**config.mk**
```make
export PLATFORM = sky130hd
export DESIGN_NAME = eeslv_top
export DESIGN_NICKNAME = d
export VERILOG_FILES = /design/src/inc/eeslv_pkg.sv /design/src/rtl/eeslv_sync.sv /design/src/rtl/eeslv_top.sv
export VERILOG_INCLUDE_DIRS = /design/src /design/src/inc
export SDC_FILE = /design/constraint.sdc
export NUM_CORES = 1
export LEC_CHECK = 0
export ABC_AREA = 1
export BUFFER_PORTS_ARGS = -buffer_cell sky130_fd_sc_hd__buf_4
export CAP_MARGIN = 5
export CORE_ASPECT_RATIO = 0.75
export CORE_MARGIN = 10
export CORE_UTILIZATION = 49
export DETAILED_ROUTE_END_ITERATION = 7
export HOLD_SLACK_MARGIN = 0.1
export PLACE_DENSITY_LB_ADDON = 0.05
export SLEW_MARGIN = 10
export SYNTH_ARGS = -nofsm -noshare
export SYNTH_HDL_FRONTEND = slang
export SYNTH_SLANG_ARGS = --single-unit
```
**constraint.sdc**
```tcl
create_clock -name i_clk -period 2.1 [get_ports i_clk]
set_clock_uncertainty 0.05 [all_clocks]
set_input_delay 0.42 -clock i_clk [delete_from_list [all_inputs] [get_ports i_clk]]
set_output_delay 0.42 -clock i_clk [all_outputs]
set_load 0.01 [all_outputs]
```
**src/inc/eeslv_regs.svh**
```systemverilog
// register offsets, field positions, reset values and timing counts of the eeprom slave front end
`ifndef EESLV_REGS_SVH
`define EESLV_REGS_SVH

`define EESLV_OFF_CTRL 8'h00
`define EESLV_OFF_STATUS 8'h04
`define EESLV_OFF_ADDR 8'h08

`define EESLV_CTRL_EN_BIT 0
`define EESLV_CTRL_RST 1'b1

`define EESLV_STAT_STATE_LSB 0
`define EESLV_STAT_STATE_MSB 6
`define EESLV_STAT_PROT_BIT 8
`define EESLV_STAT_WP_BIT 9
`define EESLV_STAT_BUSY_BIT 10

`define EESLV_SYNC_RST 3'h3
`define EESLV_BITS_PER_BYTE 4'h8
`define EESLV_LAST_TX_BIT 4'h7

`define EESLV_TWR_MS 10
`define EESLV_CLK_KHZ 50000

`endif

```
**src/inc/eeslv_pkg.sv**
```systemverilog
// types shared by the eeprom slave front end
package eeslv_pkg;

	typedef enum logic [6:0] {
		ST_IDLE  = 7'h01,
		ST_RX    = 7'h02,
		ST_ACK   = 7'h04,
		ST_TX    = 7'h08,
		ST_MACK  = 7'h10,
		ST_WAIT  = 7'h20,
		ST_WRCYC = 7'h40
	} eeslv_st_t;

	typedef enum logic [1:0] {
		R_DEV  = 2'h0,
		R_ARR  = 2'h1,
		R_DATA = 2'h2,
		R_RD   = 2'h3
	} eeslv_role_t;

	typedef struct packed {
		logic cyc;
		logic stb;
		logic we;
		logic [7:0] adr;
		logic [3:0] sel;
		logic [31:0] dat;
	} eeslv_wb_req_t;

	typedef struct packed {
		logic wr;
		logic [10:0] addr;
		logic [7:0] wdata;
	} eeslv_mem_t;

	typedef struct packed {
		logic [2:0] meta;
		logic [2:0] sync;
	} eeslv_sync_st_t;

	typedef struct packed {
		eeslv_st_t st;
		eeslv_role_t role;
		logic [3:0] cnt;
		logic [7:0] shreg;
		logic [10:0] addr;
		logic rw;
		logic wrote;
		logic mack;
		logic oe_n;
		logic scl_p;
		logic sda_p;
		logic [19:0] twr;
		logic enable;
		logic prot_hit;
		eeslv_mem_t mem;
		logic wb_ack;
		logic [31:0] wb_dat;
	} eeslv_top_st_t;

endpackage

```
**src/rtl/eeslv_sync.sv**
```systemverilog
// two-flop synchroniser for the bus clock, bus data and write-protect pins
`include "eeslv_regs.svh"

module eeslv_sync (
	input logic i_clk,
	input logic i_reset,
	input logic [2:0] i_async,
	output logic [2:0] o_sync
);

	eeslv_pkg::eeslv_sync_st_t r;
	eeslv_pkg::eeslv_sync_st_t n;

	// first stage feeds only the second stage
	always_comb begin
		n = r;
		n.meta = i_async;
		n.sync = r.meta;
	end

	always_ff @(posedge i_clk) begin
		if (i_reset) begin
			r.meta <= `EESLV_SYNC_RST;
			r.sync <= `EESLV_SYNC_RST;
		end else begin
			r <= n;
		end
	end

	assign o_sync = r.sync;

endmodule

```
**src/rtl/eeslv_top.sv**
```systemverilog
// two-wire slave front end of a 16 kbit serial eeprom with a wishbone status port
`include "eeslv_regs.svh"

module eeslv_top #(
	parameter int P_TWR_CYCLES = `EESLV_TWR_MS * `EESLV_CLK_KHZ,
	// device type code: value is arbitrary
	parameter logic [3:0] P_DEV_TYPE = 4'h5
) (
	input logic i_clk,
	input logic i_reset,
	input logic i_scl,
	input logic i_sda_i,
	output logic o_sda_o,
	output logic o_sda_oe_n,
	input logic i_wp,
	input eeslv_pkg::eeslv_wb_req_t i_wb,
	output logic [31:0] o_wb_dat,
	output logic o_wb_ack,
	output eeslv_pkg::eeslv_mem_t o_mem,
	input logic [7:0] i_mem_rdata
);

	eeslv_pkg::eeslv_top_st_t r;
	eeslv_pkg::eeslv_top_st_t n;
	logic [2:0] pins_s;
	logic s_scl;
	logic s_sda;
	logic s_wp;
	logic ev_rise;
	logic ev_fall;
	logic ev_start;
	logic ev_stop;
	logic byte_end;
	logic wr_access;
	logic hit_clear;

	// the pull-down lives in the pad; an open pin arrives here as low
	eeslv_sync u_sync (
		.i_clk(i_clk),
		.i_reset(i_reset),
		.i_async({i_wp, i_sda_i, i_scl}),
		.o_sync(pins_s)
	);

	assign s_scl = pins_s[0];
	assign s_sda = pins_s[1];
	assign s_wp = pins_s[2];

	// edges seen on the system clock; glitches shorter than one cycle may slip through
	assign ev_rise = !r.scl_p && s_scl;
	assign ev_fall = r.scl_p && !s_scl;
	assign ev_start = r.scl_p && s_scl && r.sda_p && !s_sda;
	assign ev_stop = r.scl_p && s_scl && !r.sda_p && s_sda;
	assign byte_end = (r.st == eeslv_pkg::ST_RX) && ev_fall && (r.cnt == `EESLV_BITS_PER_BYTE);
	assign wr_access = !(s_wp && r.addr[10]);
	assign hit_clear = i_wb.cyc && i_wb.stb && !r.wb_ack && i_wb.we && (i_wb.adr == `EESLV_OFF_STATUS)
		&& i_wb.sel[1] && i_wb.dat[`EESLV_STAT_PROT_BIT];

	always_comb begin
		n = r;
		n.scl_p = s_scl;
		n.sda_p = s_sda;
		n.wb_ack = 1'b0;
		n.mem.wr = 1'b0;
		n.mem.addr = r.addr;

		// wishbone slave: one wait-free answer per request, ack dropped after one cycle
		if (i_wb.cyc && i_wb.stb && !r.wb_ack) begin
			n.wb_ack = 1'b1;
			n.wb_dat = 32'h0000_0000;
			if (i_wb.adr == `EESLV_OFF_CTRL) begin
				if (i_wb.we && i_wb.sel[0]) begin
					n.enable = i_wb.dat[`EESLV_CTRL_EN_BIT];
				end
				n.wb_dat[`EESLV_CTRL_EN_BIT] = r.enable;
			end else if (i_wb.adr == `EESLV_OFF_STATUS) begin
				if (i_wb.we && i_wb.sel[1] && i_wb.dat[`EESLV_STAT_PROT_BIT]) begin
					n.prot_hit = 1'b0;
				end
				n.wb_dat[`EESLV_STAT_STATE_MSB:`EESLV_STAT_STATE_LSB] = r.st;
				n.wb_dat[`EESLV_STAT_PROT_BIT] = r.prot_hit;
				n.wb_dat[`EESLV_STAT_WP_BIT] = s_wp;
				n.wb_dat[`EESLV_STAT_BUSY_BIT] = (r.st == eeslv_pkg::ST_WRCYC);
			end else if (i_wb.adr == `EESLV_OFF_ADDR) begin
				n.wb_dat[10:0] = r.addr;
			end
		end

		// link side; a protect hit below is set after the clear above, so the set wins
		if (r.st == eeslv_pkg::ST_WRCYC) begin
			// bus is deaf while the array programs
			if (r.twr == 20'(P_TWR_CYCLES - 1)) begin
				n.st = eeslv_pkg::ST_IDLE;
				n.twr = 20'h0_0000;
			end else begin
				n.twr = r.twr + 20'h0_0001;
			end
		end else if (ev_start && r.enable) begin
			n.st = eeslv_pkg::ST_RX;
			n.role = eeslv_pkg::R_DEV;
			n.cnt = 4'h0;
			n.oe_n = 1'b1;
			n.wrote = 1'b0;
		end else if (ev_stop) begin
			n.oe_n = 1'b1;
			n.twr = 20'h0_0000;
			n.wrote = 1'b0;
			n.st = r.wrote ? eeslv_pkg::ST_WRCYC : eeslv_pkg::ST_IDLE;
		end else begin
			case (r.st)
				eeslv_pkg::ST_RX: begin
					if (ev_rise && (r.cnt != `EESLV_BITS_PER_BYTE)) begin
						n.shreg = {r.shreg[6:0], s_sda};
						n.cnt = r.cnt + 4'h1;
					end else if (byte_end) begin
						case (r.role)
							eeslv_pkg::R_DEV: begin
								if (r.shreg[7:4] == P_DEV_TYPE) begin
									n.addr[10:8] = r.shreg[3:1];
									n.rw = r.shreg[0];
									n.role = r.shreg[0] ? eeslv_pkg::R_RD : eeslv_pkg::R_ARR;
									n.st = eeslv_pkg::ST_ACK;
									n.oe_n = 1'b0;
								end else begin
									n.st = eeslv_pkg::ST_WAIT;
								end
							end
							eeslv_pkg::R_ARR: begin
								n.addr[7:0] = r.shreg;
								n.role = eeslv_pkg::R_DATA;
								n.st = eeslv_pkg::ST_ACK;
								n.oe_n = 1'b0;
							end
							eeslv_pkg::R_DATA: begin
								if (wr_access) begin
									n.mem.wr = 1'b1;
									n.mem.wdata = r.shreg;
									// pointer wraps inside the 16-byte page
									n.addr = {r.addr[10:4], 4'(r.addr[3:0] + 4'h1)};
									n.wrote = 1'b1;
									n.st = eeslv_pkg::ST_ACK;
									n.oe_n = 1'b0;
								end else begin
									n.prot_hit = 1'b1;
									n.st = eeslv_pkg::ST_WAIT;
								end
							end
							default: begin
								n.st = eeslv_pkg::ST_WAIT;
							end
						endcase
					end
				end
				eeslv_pkg::ST_ACK: begin
					// ninth clock ends on its falling edge; line goes back to the transmitter
					if (ev_fall) begin
						n.cnt = 4'h0;
						if (r.role == eeslv_pkg::R_RD) begin
							n.st = eeslv_pkg::ST_TX;
							n.shreg = i_mem_rdata;
							n.oe_n = i_mem_rdata[7];
						end else begin
							n.st = eeslv_pkg::ST_RX;
							n.oe_n = 1'b1;
						end
					end
				end
				eeslv_pkg::ST_TX: begin
					if (ev_fall) begin
						if (r.cnt == `EESLV_LAST_TX_BIT) begin
							n.oe_n = 1'b1;
							n.st = eeslv_pkg::ST_MACK;
						end else begin
							n.cnt = r.cnt + 4'h1;
							n.shreg = {r.shreg[6:0], 1'b0};
							n.oe_n = r.shreg[6];
						end
					end
				end
				eeslv_pkg::ST_MACK: begin
					if (ev_rise) begin
						n.mack = !s_sda;
						if (!s_sda) begin
							n.addr = r.addr + 11'h001;
						end
					end else if (ev_fall) begin
						n.cnt = 4'h0;
						if (r.mack) begin
							n.st = eeslv_pkg::ST_TX;
							n.shreg = i_mem_rdata;
							n.oe_n = i_mem_rdata[7];
						end else begin
							n.st = eeslv_pkg::ST_WAIT;
						end
					end
				end
				default: begin
				end
			endcase
		end
	end

	always_ff @(posedge i_clk) begin
		if (i_reset) begin
			r <= '0;
			r.st <= eeslv_pkg::ST_IDLE;
			r.role <= eeslv_pkg::R_DEV;
			r.oe_n <= 1'b1;
			r.scl_p <= 1'b1;
			r.sda_p <= 1'b1;
			r.enable <= `EESLV_CTRL_RST;
		end else begin
			r <= n;
		end
	end

	assign o_sda_o = 1'b0;
	assign o_sda_oe_n = r.oe_n;
	assign o_wb_dat = r.wb_dat;
	assign o_wb_ack = r.wb_ack;
	assign o_mem = r.mem;
endmodule

```
---- Yosys cells after proc, flatten, opt, wreduce, memory -nomap -nowiden ----
Cells that the tools add are included.
word-level totals
  input port bits ......................... 60
  word-level logic and storage cells ...... 238
  output and inout bits ................... 55
  register bits after elaboration ......... 98
operators by class
  reduce and logical (&&, ||, !) cells .... 51
  equal/unequal tests ..................... 61
  multiplexer cells ....................... 91
  add/sub/neg operators ................... 4
  bitwise operators ....................... 8
operators with widths
  cell                                                    count
  2-to-1 mux 13 bit                                       7
  2-to-1 mux 20 bit                                       4
  2-to-1 mux 12 bit                                       6
  2-to-1 mux 7 bit                                        10
  one-hot mux 12 bit (4 select lines)                     1
  != test 5 bit (second input constant)                   9
  2-to-1 mux 11 bit                                       3
  2-to-1 mux 33 bit                                       1
  != test 4 bit (second input constant)                   8
  one-hot mux 7 bit (4 select lines)                      1
  2-to-1 mux 1 bit                                        27
  2-to-1 mux 26 bit                                       1
  AND reduction 12 bit                                    2
  2-to-1 mux 2 bit                                        11
  != test 2 bit (second input constant)                   11
  one-hot mux 11 bit (2 select lines)                     1
  one-hot mux 7 bit (3 select lines)                      1
  adder 20 x 1 -> 20 bit (second input constant)          1
  equality test 20 x 19 -> 1 bit (second input constant)  1
  AND reduction 10 bit                                    2
  2-to-1 mux 6 bit                                        3
  2-to-1 mux 9 bit                                        2
  != test 3 bit (second input constant)                   6
  AND reduction 9 bit                                     2
  other kinds (49)                                        94

---- Logic depth before layout (Yosys ltp) ----
  depth in word-level cells ............... 14
  depth in mapped cells ................... 13
  gate-level depth less buffers ........... 13

---- Cells and area by module ----
Synthesis repeated with hierarchy kept, for this count alone.
second synthesis, totals
  cell total of the unflattened synthesis .. 861
  area total of the unflattened synthesis .. 5691.7 µm²
by module, submodules not included
  module      cells an instance  instances  area each (µm²)
  eeslv_top   842                1          5522.8
  eeslv_sync  19                 1          168.9

---- Worst setup path after synthesis ----
No wires, ideal clock.
  kind .................................... reg-to-reg
  from .................................... register r[55] (netlist name)
  to ...................................... register r[106] (netlist name)
  path slack .............................. 389 ps
  clock period less this slack ............ 1711 ps
  data arrival time ....................... 1528 ps
  path buffers ............................ 1
  cell stages (with the launch flop) ...... 14
  library setup time ...................... 134 ps
  path through ............................ dfxtp_1 ha_1 nand2_1 inv_1 nand2_1 nor2_1 nand3_1 nand2_4 nand2_2 nor2_2 buf_4 nand2_1 nand2_1 nand3_1
on the way
  word-level cells in the longest chain between the ends .. 3
RTL lines
  what                              RTL line          text
  start, declared                   eeslv_top.sv:23   eeslv_pkg::eeslv_top_st_t r;
  start signal, assigned            eeslv_top.sv:213  r <= n;
  equality test 20 x 19 -> 1 bit    eeslv_top.sv:92   if (r.twr == 20'(P_TWR_CYCLES - 1)) begin
  != test 2 x 1 -> 1 bit (no line)  n/a
  AND reduction 9 bit (no line)     n/a
Every way passes these cells.
A chain may end at the register's enable or synchronous reset.

---- Worst setup path after layout ----
  from .................................... register r[108] (netlist name)
  to ...................................... register r (netlist bit n[41])
on the way
  word-level cells in the longest chain between the ends .. 5
  elaborated cells on any way between the ends .. 15
  classes of those cells .................. eq/ne (9); mux (1); bitwise (1); reduce/logical (4)
RTL lines
  what                              RTL line                           text
  equality test 7 x 2 -> 1 bit      eeslv_top.sv:54, eeslv_top.sv:110
  logical AND 1 bit (2 in a row)    eeslv_top.sv:54                    assign byte_end = (r.st == eeslv_pkg::ST_RX) && ev_fall && (r.cnt == `EESLV_BITS_PER_BYTE);
  != test 5 x 3 -> 1 bit (no line)  n/a
  AND reduction 10 bit (no line)    n/a
Several ways; a longest one is shown, not always the timed one.

==> results.rst <==
.. list-table::
   :header-rows: 1

   * - Metric
     - Value
   * - Number of antenna-violating nets in the routed design
     - 0
   * - Synth Area per Inst
     - about 6.7 µm²
   * - CP arrival
     - approximately 2.2 ns
   * - Vias in the first global route
     - 4815
   * - Count of max-cap constraint violations
     - 0
   * - Data required time at the worst endpoint
     - 2.30 ns
   * - H-tree levels
     - 3
   * - Largest net degree at the start of global routing
     - 48
   * - Starting DRC count in detailed routing
     - around 580
   * - Detailed-route DRC error count
     - 0
   * - Fin. max-slew vios
     - 0
   * - Core Rows
     - 34
   * - Leak
     - 2.77 nW
   * - Power Dens Cells
     - 686 mW/mm²
   * - Worst Path Class, Setup
     - register to register
   * - Critical path buffers and inverters
     - 1
   * - Count of port buffers added during placement
     - 60
   * - Clock latency reported for the late side of the worst-skew pair
     - ~0.35 ns
   * - Final worst path period need
     - 1.97 ns
   * - Post-synthesis compound-gate area fraction
     - 0.121
   * - Share of cells above drive strength 1
     - 0.167
   * - Area of the placeable core
     - 0.0115 mm²
   * - Slowest-stage cell, CP
     - sky130_fd_sc_hd__dfxtp_1
   * - Final TNS setup
     - 0 ns
   * - Endpoint class of the critical path
     - register
   * - Count of endpoints failing hold in the final timing report
     - 0
   * - Finish-stage setup viols
     - 0
   * - Vias per Instance
     - between 5 and 6
   * - Congestion Overflow GR
     - 0
   * - Global-route wire length before repair
     - 24800 µm
   * - GRT Resource Usage Total
     - 0.186
   * - Top Family by Delay on Critical Path
     - simple AND/OR/NAND/NOR gates
   * - Result of the run
     - finished clean
   * - Worst VDD drop
     - 450 µV
   * - Initial Utilization
     - 0.496
   * - Chip height
     - 113 µm
   * - Number of nets in the final layout
     - 950
   * - Number of primary I/O pins
     - 115
   * - Clock root buffer master
     - sky130_fd_sc_hd__clkbuf_16
   * - Number of search-and-repair iterations in the first detailed-routing pass
     - 5
   * - Routability Congestion
     - 0.944
   * - Ordered cell list for the critical path
     - nor2_4, nand2_4, nor2_8, nand3_2, nand2_2, nand3_4, a21oi_2, nand2_1, o21ai_1, inv_1
   * - Yosys cell types
     - 44
   * - Hold bufs inserted after CTS
     - 0
   * - Maximum buffer depth of the clock tree
     - 2
   * - Adder-cell share of the synthesized area
     - 0.0176
   * - Antenna cell count
     - 0
   * - Count of filler cells inserted in the layout
     - 1187
   * - Clock-pin slew reported for the worst setup and hold paths after clock tree synthesis
     - 0.07 ns
   * - Highest achievable clock rate
     - 508 MHz
   * - Type of the worst min-delay path
     - input pin to register
   * - Synthesized instance count
     - 848
   * - Detailed-placement wirelength estimate
     - 12000 µm
   * - Synthesis-to-layout area growth
     - 11.7%
   * - Pin slew with the least headroom to its limit
     - ~0.54 ns
   * - Critical path launch point type
     - register
   * - Die boundary width
     - 145 µm
   * - Final WL
     - 15400 µm
   * - Synthesis Warnings
     - 0
   * - Worst stage delay on the critical path
     - 0.39 ns
   * - Sequential share of the synthesized area
     - 0.341
   * - Worst-path fanout max
     - 13
   * - Util after Layout
     - 0.555
   * - Post-Synth XOR/XNOR Area
     - 0.0108
   * - Number of antenna violations at the first check in global routing
     - 0
   * - Clk sinks
     - 97
   * - Post-synth EDFFs
     - 0
   * - Number of buffers created by CTS
     - 9
   * - Max transition margin
     - 0.639
   * - Post-detailed-route wirelength per cell
     - 14.9 µm
   * - Multiplexer share of the synthesized area
     - 0
   * - Most instantiated flip-flop cell in the synthesis netlist
     - sky130_fd_sc_hd__dfxtp_1
   * - Register Area
     - 0.00194 mm²
   * - Full die area
     - between 0.015 and 0.02 mm²
   * - Fraction of the cycle the final worst path needs
     - 0.937
   * - Cell area after synthesis
     - 0.00570 mm²
   * - Total number of vias
     - 5401
   * - Area share of and/or/nand/nor cells after synthesis
     - 0.349
   * - TritonCTS clock tree
     - built
   * - Multi-input logic area
     - 0.00293 mm²
   * - Count of state elements after synthesis
     - 97
   * - Dominant combinational cell family by area after synthesis
     - simple AND/OR/NAND/NOR gates
   * - Post-synthesis async set-or-reset flop share
     - 0
-- where the power goes --
| part | leakage (nW) | internal (W) | total (W) | switching, W |
|---|---|---|---|---|
| clock | 0.147 | 0.000971 | 0.00173 | 0.000756 |
| combinational | 1.83 | 0.000229 | 0.000658 | 0.000429 |
| sequential | 0.785 | 0.00191 | 0.00199 | 0.0000808 |
-- registers in the layout, summed over array words and instances (netlist names) --
register       count
o_wb_ack           1
u_sync.n           3
u_sync.o_sync      3
o_sda_oe_n         1
r                 47
o_mem             20
n                 11
o_wb_dat          11
-- cell type report --
type,instances,area share
clock buffers,10,0.0375
clock inverters,6,0.0116
inverters,110,0.0652
multi-input cells,589,0.460
flip-flops and latches,97,0.305
well taps,144,0.0283
repair buffers,75,0.0923
-- kinds of logic (layout without fill, tap and decap cells) --
kind of cell    after synthesis  count (layout)
other cells                   1              22
buf+inv                     183             201
flops                        97              97
simple gates                427             427
fa+ha+maj                     8               8
xor+xnor                      7               7
compound gates              125             125
-- per-stage QoR --
| stage | total power (W) | hold WS (ns) | instances | instance area, µm² | setup WS, ns |
|---|---|---|---|---|---|
| after floorplan | 0.00252 | 0.338 | 869 | 5780 | 0.389 |
| after global placement | 0.00266 | 0.343 | 1014 | 6040 | 0.186 |
| after detailed placement | 0.00267 | 0.350 | 1014 | 6040 | 0.130 |
| after CTS | 0.00440 | 0.195 | 1030 | 6350 | 0.126 |
| after global routing | 0.00459 | 0.193 | 1031 | 6370 | -0.00807 |
| final | 0.00437 | 0.201 | 1031 | 6370 | 0.132 |
-- path summary, 6_finish.rpt --
path          startpoint                to  slack, ns  cells past startpoint
max reg2reg       r[108]             n[41]       0.13                     10
min              i_sda_i       u_sync.n[1]       0.20                      2
min reg2reg  u_sync.n[2]  u_sync.o_sync[2]       0.35                      2
max               r[108]             n[41]       0.13                     10
-- synth_stat cells (3+ instances only) --
cell type,instances,share of area
sky130_fd_sc_hd__clkbuf_1,10,0.0066
sky130_fd_sc_hd__o21ai_0,48,0.042
sky130_fd_sc_hd__nand2_1,188,0.12
sky130_fd_sc_hd__nor2_2,6,0.0066
sky130_fd_sc_hd__nand3_1,49,0.043
sky130_fd_sc_hd__nand3b_1,3,0.0039
sky130_fd_sc_hd__or2_2,5,0.0055
sky130_fd_sc_hd__nand2_2,8,0.0088
sky130_fd_sc_hd__xor2_1,7,0.011
sky130_fd_sc_hd__nand4_1,15,0.016
sky130_fd_sc_hd__nand3_2,3,0.0053
sky130_fd_sc_hd__o22ai_1,8,0.0088
sky130_fd_sc_hd__nor2_1,109,0.072
sky130_fd_sc_hd__a31oi_1,6,0.0066
sky130_fd_sc_hd__nor2_4,11,0.022
sky130_fd_sc_hd__a21oi_2,3,0.0046
sky130_fd_sc_hd__nand2_4,3,0.0059
sky130_fd_sc_hd__buf_4,55,0.072
sky130_fd_sc_hd__buf_2,5,0.0044
sky130_fd_sc_hd__nor3_1,16,0.014
sky130_fd_sc_hd__inv_2,9,0.0059
sky130_fd_sc_hd__a21oi_1,49,0.043
sky130_fd_sc_hd__ha_1,8,0.018
sky130_fd_sc_hd__inv_1,100,0.066
sky130_fd_sc_hd__dfxtp_1,97,0.34
-- placed cells by master (no fill, tap or decap), types with 10 or more instances in the layout --
cell type,count
sky130_fd_sc_hd__nand2_1,186
sky130_fd_sc_hd__nor2_1,109
sky130_fd_sc_hd__inv_1,100
sky130_fd_sc_hd__dfxtp_1,97
sky130_fd_sc_hd__buf_4,73
sky130_fd_sc_hd__nand3_1,49
sky130_fd_sc_hd__a21oi_1,49
sky130_fd_sc_hd__o21ai_0,47
sky130_fd_sc_hd__conb_1,22
sky130_fd_sc_hd__nor3_1,16
sky130_fd_sc_hd__nand4_1,15
sky130_fd_sc_hd__nor2_4,12
sky130_fd_sc_hd__nand2_2,10
-- timing repair --
item / in CTS / in global routing
setup endpoints to repair: 0 / 13
gates resized for setup: 0 / 4
buffers inserted: 0 / 1
-- layer usage --
layer,track usage,wire length (µm)
met5,0,0
met4,0.0356,137
met3,0.0378,1600
met2,0.258,6120
met1,0.287,7510
Power figures use the tool's default switching activity.
